==> src/npi_pkg.sv <==
// Contract
// byte bus carries commands, addresses, data
// memory floats bus when deselected
// address strobe high captures address byte
// command strobe high captures command byte
// no strobe means data byte captured
// die pair active only while select low
// busy pair stays selected after select rises
// each read strobe fall gives next byte
// read strobe fall advances column by one
// host waits 10 us recovery before commands
// host keeps write strobe high during recovery
// lock low rejects program and erase
// host holds lock low in power transitions
// busy line low while operation runs
// shared busy low means someone busy
// memory holds busy low during recovery
// below lockout threshold everything disabled
// die pairs independent, own select and busy
// never both latch strobes in one cycle
package npi_pkg;
  localparam int unsigned CLK_HZ         = 20000000;
  localparam int unsigned RECOVERY_NS    = 10000;   // 10 us minimum
  localparam int unsigned RECOVERY_CYC   =
    (RECOVERY_NS * (CLK_HZ / 1000000) + 999) / 1000;
  localparam int unsigned STROBE_LOW_CYC  = 2;      // strobe low phase
  localparam int unsigned STROBE_HIGH_CYC = 2;      // strobe high phase
  localparam int unsigned FIFO_DEPTH     = 8;
  localparam int unsigned BYTE_W         = 8;

  typedef enum logic [1:0] {
    NPI_KIND_CMD  = 2'h0,
    NPI_KIND_ADDR = 2'h1,
    NPI_KIND_DATA = 2'h2,
    NPI_KIND_READ = 2'h3
  } npi_kind_t;

  typedef enum logic [2:0] {
    NPI_ST_RECOVER = 3'h0,
    NPI_ST_IDLE    = 3'h1,
    NPI_ST_LOW     = 3'h2,
    NPI_ST_HIGH    = 3'h3,
    NPI_ST_PUSH    = 3'h4
  } npi_state_t;
endpackage

==> src/npi_fifo.sv <==
`timescale 1ns/100ps
module npi_fifo #(
  parameter int unsigned WIDTH = 8,
  parameter int unsigned DEPTH = 8
) (
  input  wire logic             clk,      // system clock
  input  wire logic             rst,      // sync reset, high
  input  wire logic [WIDTH-1:0] inData,   // write data
  input  wire logic             inValid,  // write request
  output logic                  inReady,  // not full
  output logic      [WIDTH-1:0] outData,  // head word
  output logic                  outValid, // not empty
  input  wire logic             outReady  // drain accepts head
);
  localparam int unsigned AW = $clog2(DEPTH);

  logic [WIDTH-1:0] mem [DEPTH];
  logic [AW-1:0]    wrPtr_q;
  logic [AW-1:0]    rdPtr_q;
  logic [AW:0]      count_q;
  wire              doWr = inValid && inReady;
  wire              doRd = outValid && outReady;

  // honest flags from the occupancy count
  assign inReady  = (count_q < (AW+1)'(DEPTH));
  assign outValid = (count_q != '0);
  assign outData  = mem[rdPtr_q];

  // storage has no reset; only pointers matter
  always_ff @(posedge clk)
  begin
    if (doWr)
    begin
      mem[wrPtr_q] <= inData;
    end
  end

  // pointers wrap naturally since depth is a power of two
  always_ff @(posedge clk)
  begin
    if (rst)
    begin
      wrPtr_q <= '0;
      rdPtr_q <= '0;
      count_q <= '0;
    end
    else
    begin
      if (doWr) wrPtr_q <= wrPtr_q + 1'b1;
      if (doRd) rdPtr_q <= rdPtr_q + 1'b1;
      count_q <= count_q + (AW+1)'(doWr) - (AW+1)'(doRd);
    end
  end
endmodule // npi_fifo

==> src/npi_host.sv <==
`timescale 1ns/100ps
module npi_host (
  input  wire logic        clk,                    // 20 MHz system clock
  input  wire logic        rst,                    // sync reset, high
  // request side: one bus cycle per request
  input  wire logic        reqValid,               // request offered
  output logic             reqReady,               // high the cycle after a request is taken
  input  wire logic [1:0]  reqKind,                // npi_kind_t
  input  wire logic        reqPair,                // 0 pair a, 1 pair b
  input  wire logic [7:0]  reqByte,                // command, address or data
  input  wire logic        lockRelease,            // 1 allows program/erase
  // read data side through the fifo
  output logic [7:0]       rdData,                 // read byte
  output logic             rdValid,                // read byte present
  input  wire logic        rdReady,                // consumer takes byte
  // status
  output logic             recovering,             // power recovery running
  output logic             busyA,                  // pair a busy
  output logic             busyB,                  // pair b busy
  // pins
  input  wire logic [7:0]  shared_byte_bus_i,      // bus level in
  output logic [7:0]       shared_byte_bus_o,      // bus drive value
  output logic             shared_byte_bus_oe,     // high while host drives
  output logic             address_latch_strobe,   // address latch strobe
  output logic             command_latch_strobe,   // command latch strobe
  output logic             die_pair_select_a_n,    // pair a select, low active
  output logic             die_pair_select_b_n,    // pair b select, low active
  output logic             read_strobe_n,          // read strobe, low active
  output logic             write_strobe_n,         // write strobe, low active
  output logic             pe_lock_n,              // low locks program/erase
  input  wire logic        busy_line_a_i,          // busy a, low busy
  input  wire logic        busy_line_b_i           // busy b, low busy
);
  localparam int unsigned CW = $clog2(npi_pkg::RECOVERY_CYC + 1);

  npi_pkg::npi_state_t state_q;
  npi_pkg::npi_state_t state_d;
  logic [CW-1:0]       cnt_q;
  logic [CW-1:0]       cnt_d;
  logic [1:0]          kind_q;
  logic                pair_q;
  logic [7:0]          byte_q;
  logic [7:0]          capt_q;
  logic [7:0]          busSync1_q;
  logic [7:0]          busSync2_q;
  logic [1:0]          busySync1_q;
  logic [1:0]          busySync2_q;

  // fifo ready, valid and head data
  logic                fifoInReady;
  logic                fifoOutValid;
  logic [7:0]          fifoOutData;

  // decode of current transfer
  wire isRead   = (kind_q == npi_pkg::NPI_KIND_READ);
  wire cntDone  = (cnt_q == '0);
  wire take     = (state_q == npi_pkg::NPI_ST_IDLE) && reqValid;
  wire pushByte = (state_q == npi_pkg::NPI_ST_PUSH) && fifoInReady;

  // next-cycle view of the transfer so pins move with the state
  wire       activeD = (state_d == npi_pkg::NPI_ST_LOW) || (state_d == npi_pkg::NPI_ST_HIGH);
  wire [1:0] kindD   = take ? reqKind : kind_q;
  wire       pairD   = take ? reqPair : pair_q;
  wire [7:0] byteD   = take ? reqByte : byte_q;
  wire       isReadD = (kindD == npi_pkg::NPI_KIND_READ);
  wire       wrLowD  = (state_d == npi_pkg::NPI_ST_LOW) && !isReadD;
  wire       rdLowD  = (state_d == npi_pkg::NPI_ST_LOW) && isReadD;

  // synced bus lags the pin by two edges, so the byte is taken in the
  // first high-phase cycle; the strobe rise only reaches it one edge later
  wire captNow = (state_q == npi_pkg::NPI_ST_HIGH)
    && (cnt_q == CW'(npi_pkg::STROBE_HIGH_CYC - 1));

  // output stage refills whenever it is empty or being drained
  wire outAdvance = !rdValid || rdReady;

  // both pins synced before use, bus only sampled after second flop
  always_ff @(posedge clk)
  begin
    busSync1_q  <= shared_byte_bus_i;
    busSync2_q  <= busSync1_q;
    busySync1_q <= {busy_line_b_i, busy_line_a_i};
    busySync2_q <= busySync1_q;
  end

  // sequencer: recovery, then low and high phases of one strobe
  always_comb
  begin
    state_d = state_q;
    cnt_d   = cntDone ? cnt_q : cnt_q - 1'b1;
    case (state_q)
      npi_pkg::NPI_ST_RECOVER:
        if (cntDone) state_d = npi_pkg::NPI_ST_IDLE;
      npi_pkg::NPI_ST_IDLE:
        if (reqValid)
        begin
          state_d = npi_pkg::NPI_ST_LOW;
          cnt_d   = CW'(npi_pkg::STROBE_LOW_CYC - 1);
        end
      npi_pkg::NPI_ST_LOW:
        if (cntDone)
        begin
          state_d = npi_pkg::NPI_ST_HIGH;
          cnt_d   = CW'(npi_pkg::STROBE_HIGH_CYC - 1);
        end
      npi_pkg::NPI_ST_HIGH:
        if (cntDone) state_d = isRead ? npi_pkg::NPI_ST_PUSH : npi_pkg::NPI_ST_IDLE;
      npi_pkg::NPI_ST_PUSH:
        if (fifoInReady) state_d = npi_pkg::NPI_ST_IDLE;   // stalls while fifo full
      default:
        state_d = npi_pkg::NPI_ST_IDLE;
    endcase
  end

  // state and phase counter
  always_ff @(posedge clk)
  begin
    if (rst)
    begin
      state_q <= npi_pkg::NPI_ST_RECOVER;
      cnt_q   <= CW'(npi_pkg::RECOVERY_CYC - 1);
    end
    else
    begin
      state_q <= state_d;
      cnt_q   <= cnt_d;
    end
  end

  // request capture; kind and pair hold for the whole transfer
  always_ff @(posedge clk)
  begin
    if (rst)
    begin
      kind_q <= npi_pkg::NPI_KIND_CMD;
      pair_q <= 1'b0;
      byte_q <= 8'h00;
    end
    else if (take)
    begin
      kind_q <= reqKind;
      pair_q <= reqPair;
      byte_q <= reqByte;
    end
  end

  // read byte taken once the synced copy holds it
  always_ff @(posedge clk)
  begin
    if (rst) capt_q <= 8'h00;
    else if (captNow && isRead)
      capt_q <= busSync2_q;
  end

  // pin drivers, all registered
  always_ff @(posedge clk)
  begin
    if (rst)
    begin
      write_strobe_n       <= 1'b1;
      read_strobe_n        <= 1'b1;
      address_latch_strobe <= 1'b0;
      command_latch_strobe <= 1'b0;
      die_pair_select_a_n  <= 1'b1;
      die_pair_select_b_n  <= 1'b1;
      shared_byte_bus_o    <= 8'h00;
      shared_byte_bus_oe   <= 1'b0;
      pe_lock_n            <= 1'b0;
      reqReady             <= 1'b0;
      recovering           <= 1'b1;
      busyA                <= 1'b1;
      busyB                <= 1'b1;
    end
    else
    begin
      // strobe low only in low phase; selects held across the transfer
      write_strobe_n       <= !wrLowD;
      read_strobe_n        <= !rdLowD;
      address_latch_strobe <= activeD && kindD == npi_pkg::NPI_KIND_ADDR;
      command_latch_strobe <= activeD && kindD == npi_pkg::NPI_KIND_CMD;
      die_pair_select_a_n  <= !(activeD && !pairD);
      die_pair_select_b_n  <= !(activeD && pairD);
      shared_byte_bus_o    <= byteD;
      shared_byte_bus_oe   <= activeD && !isReadD;
      pe_lock_n            <= (state_q != npi_pkg::NPI_ST_RECOVER) && lockRelease;
      reqReady             <= take;
      recovering           <= (state_d == npi_pkg::NPI_ST_RECOVER);
      busyA                <= !busySync2_q[0];
      busyB                <= !busySync2_q[1];
    end
  end

  // read buffer; a stalled consumer blocks further reads
  npi_fifo #(
    .WIDTH (npi_pkg::BYTE_W),
    .DEPTH (npi_pkg::FIFO_DEPTH)
  ) u_fifo (
    .clk      (clk),
    .rst      (rst),
    .inData   (capt_q),
    .inValid  (pushByte),
    .inReady  (fifoInReady),
    .outData  (fifoOutData),
    .outValid (fifoOutValid),
    .outReady (outAdvance)
  );

  // registered read outputs; adds one word of buffering past the fifo
  always_ff @(posedge clk)
  begin
    if (rst)
    begin
      rdValid <= 1'b0;
      rdData  <= 8'h00;
    end
    else if (outAdvance)
    begin
      rdValid <= fifoOutValid;
      rdData  <= fifoOutData;
    end
  end
endmodule // npi_host

==> config.mk <==
export PLATFORM = sky130hd
export DESIGN_NAME = npi_host
export DESIGN_NICKNAME = d
export VERILOG_FILES = /design/src/npi_pkg.sv /design/src/npi_fifo.sv /design/src/npi_host.sv
export SDC_FILE = /design/constraint.sdc
export NUM_CORES = 1
export LEC_CHECK = 0
export ABC_AREA = 1
export BUFFER_PORTS_ARGS = -buffer_cell sky130_fd_sc_hd__buf_4
export CAP_MARGIN = 40
export CORE_AREA = 2 2 97 99
export DETAILED_ROUTE_END_ITERATION = 8
export DIE_AREA = 0 0 99 101
export GPL_ROUTABILITY_DRIVEN = 0
export PLACE_DENSITY = 0.85
export SLEW_MARGIN = 10
export SYNTH_ARGS = -nofsm -noshare
export SYNTH_HDL_FRONTEND = slang
export SYNTH_SLANG_ARGS = --single-unit
==> constraint.sdc <==
create_clock -name clk -period 3.5 [get_ports clk]
set_input_delay 0.35 -clock clk [delete_from_list [all_inputs] [get_ports clk]]
set_output_delay 0.35 -clock clk [all_outputs]
set_load 0.02 [all_outputs]
==> impl_results.md <==
* Top_reg_cell synth: dfxtp_1
* Status: finished clean
* CTS Buf Count at 17
* CTS tree: yes
* Clock Path Buffers at 2
* Min-delay src: lockRelease
* Most repeated library cell on the critical path: inv_1
* Final setup viols at 0
* Root Driver: clkbuf_8
* Most common cell after layout, fill and taps aside: nand2_1
* Post-CTS sizing at 0
* Wirelength, routed at 11000 µm
* Share of cells above drive strength 1 at 17.2%
* Worst R2R Start: rdValid
* Area leader, netlist: edfxtp_1
* First-pass GRT wire length at between 15000 and 20000 µm
* Startpoint class of the critical path: flop
* Setup_tns at 0 ns
* Syn_area_per_cell at 10.2 µm²
* Drt wl/cell at 15.1 µm
* Worst vdd ir at 0.000466 V
* Syn Inst Count at 533
* Crit Path Category: flop to flop
* Commonest cells after routing, fill and taps aside: nand2_1 (103), dfxtp_1 (81), nand3_1 (66), edfxtp_1 (64), nor2_1 (61)
* GRT Overall Usage at 23.6%
* Crit path launch: rdValid
* Post-DP HPWL at about 6800 µm
* Max_slew headroom at 40.4%
* Clk slew on worst S/H paths at ~0.060 ns
* Nets@finish at 640
* Final WS setup at 0.872 ns
* Mapped cell area at 0.00542 mm²
* Synth-to-Final Area Change at 21.7%
* CORE AREA at 0.00898 mm²
* Max_cap viols at 0
* Type of the worst min-delay path: primary input to flop
* Port Buffers at 54
* PD cells at 662 mW/mm²
* Via count at 3888
* Yosys warning count at 0
* CP max stage cell: fa_1
* IO Pins at 55
* H-Tree Depth at 4
* Drt pass-1 iters at 5
* Async SR Flop Fraction at 0%
* Final Hold Fails at 0
* CTS sink count at 145
* Initial Util at 60.4%
* Pre-CTS setup slack at 0.873 ns
* Vias in the first global route at 3834
* Number of synthesized flops with an enable pin at 64
* Die Height at about 100 µm
* Clk_skew at 0.00655 ns
* Routed Antenna Nets at 0
* Antenna Diode Count at 0
* Post-route DRC at 0
* Seq/Total Area, Yosys at 65.4%
* Initial DRC Count at 206
* Synth Register Bits at 145
* Worst stage delay on the critical path at about 0.39 ns
* Mapped Nets at 570
* Initial antenna violation count at 0
* Critical-path cell list: inv_1 > nor2_1 > clkinv_1 > nand2_1 > inv_1 > ha_1 > inv_1 > ha_1 > inv_1 > fa_1 > xor2_1 > nor2_1
* Leak Pwr at approximately 2.8 nW
* Dominant cells by area after synthesis: edfxtp_1 (35%), dfxtp_1 (30%), nand2_1 (7.1%)
* Max Slew Vio Count at 0
* Total Die Area at 0.0100 mm²
* Critical path required time at roughly 3.9 ns
* Library cells used by synthesis at 34
* Period Utilization, post-route at between 70 and 80%
* Crit end category: flop
* Vias per cell at 5.35
* Clk Latency, worst-skew pair at 0.52 ns
* DIE WIDTH at 99 µm
* Pin count of the biggest net entering global routing at 35
* Worst Hold Slack at 0.0746 ns
* Max Clock Freq at 0.381 GHz
* GR Overflow Total at 0
* RSZ-0062 raised after global routing: false
* FP Rows at 35
* Worst slew pin tran at 0.891 ns
* Post-CTS Setup Bufs at 0
* Maximum fanout along the worst path at 17
* Fin crit period at 2.63 ns
* Synth top area share at 35.5%
* Arr. time, crit path at just over 3 ns
power by group:
group | leakage, nW | switching [W] | internal [W]
sequential | 1.34 | 0.0000654 | 0.00184
combinational | 1.18 | 0.000464 | 0.000284
clock | 0.264 | 0.000679 | 0.00103
total | 2.79 | 0.00121 | 0.00316
per-stage QoR:
step	instance area, µm²	std cells	util (%)	total power, W
6_report	6600	727	73.5	0.00437
5_1_grt	6600	727	73.5	0.00457
4_1_cts	6600	727	73.5	0.00439
3_5_place_dp	5930	685	66.0	0.00266
3_3_place_gp	5890	681	65.6	0.00260
2_1_floorplan	5420	533	-	0.00244
area by class of cell:
class,instances,area (µm²)
repair buffers,69,553
flip-flops and latches,145,3540
fillers,556,2380
inverters,54,203
clock inverters,12,134
well taps,111,139
clock buffers,20,435
multi-input cells,316,1590
layer usage:
layer,global-route usage (%),wire (µm)
met1,27.6,4320
met2,40.1,5690
met3,7.35,769
met4,10.6,227
met5,0,0
registers in the layout (all words and copies together) (netlist names), 3 cells and up:
name	flops
u_fifo.mem	64
shared_byte_bus_o	8
cnt_q	8
state_q	3
u_fifo.rdPtr_q	3
u_fifo.count_q	4
busSync1_q	8
rdData	8
u_fifo.wrPtr_q	3
busSync2_q	8
capt_q	8
cells in the mapped netlist, drive strengths merged, types with 4 or more instances:
library cell	instances
nand2	105
dfxtp	81
nand3	67
nor2	66
edfxtp	64
inv	50
o21ai	28
a21oi	11
clkbuf	10
ha	10
o211ai	9
buf	8
nor3	5
clkinv	4
or2	4
xor2	4
critical path, delay by kind of cell (launching register included):
| kind | cells | cell delay (ns) |
|---|---|---|
| buffers and inverters | 5 | 0.68 |
| adder cells (fa/ha/maj) | 3 | 0.87 |
| AND/OR/NAND/NOR | 3 | 0.47 |
| flip-flops | 1 | 0.32 |
| XOR/XNOR | 1 | 0.16 |
what timing repair did:
action / CTS / global route
hold buffers: 10 / 0
setup endpoints to repair: 0 / 0
hold endpoints to repair: 10 / 0
worst paths after layout:
path | to | slack [ns] | cells past startpoint
max | u_fifo.count_q[2] | 0.87 | 12
min | pe_lock_n | 0.07 | 3
max reg2reg | u_fifo.count_q[2] | 0.87 | 12
min reg2reg | busSync2_q[3] | 0.33 | 0
cells by family (layout without fill, tap and decap cells):
kind of cell | count (synthesis) | in the layout | synth area share (%)
AO/OA/AOI/OAI | 51 | 51 | 5.75
multiplexers | 1 | 1 | 0.185
adder cells (fa/ha/maj) | 11 | 11 | 2.68
AND/OR/NAND/NOR | 248 | 248 | 19.9
XOR/XNOR | 5 | 5 | 0.808
buffers and inverters | 72 | 155 | 5.26
flip-flops | 145 | 145 | 65.4
Power figures use the tool's default switching activity.
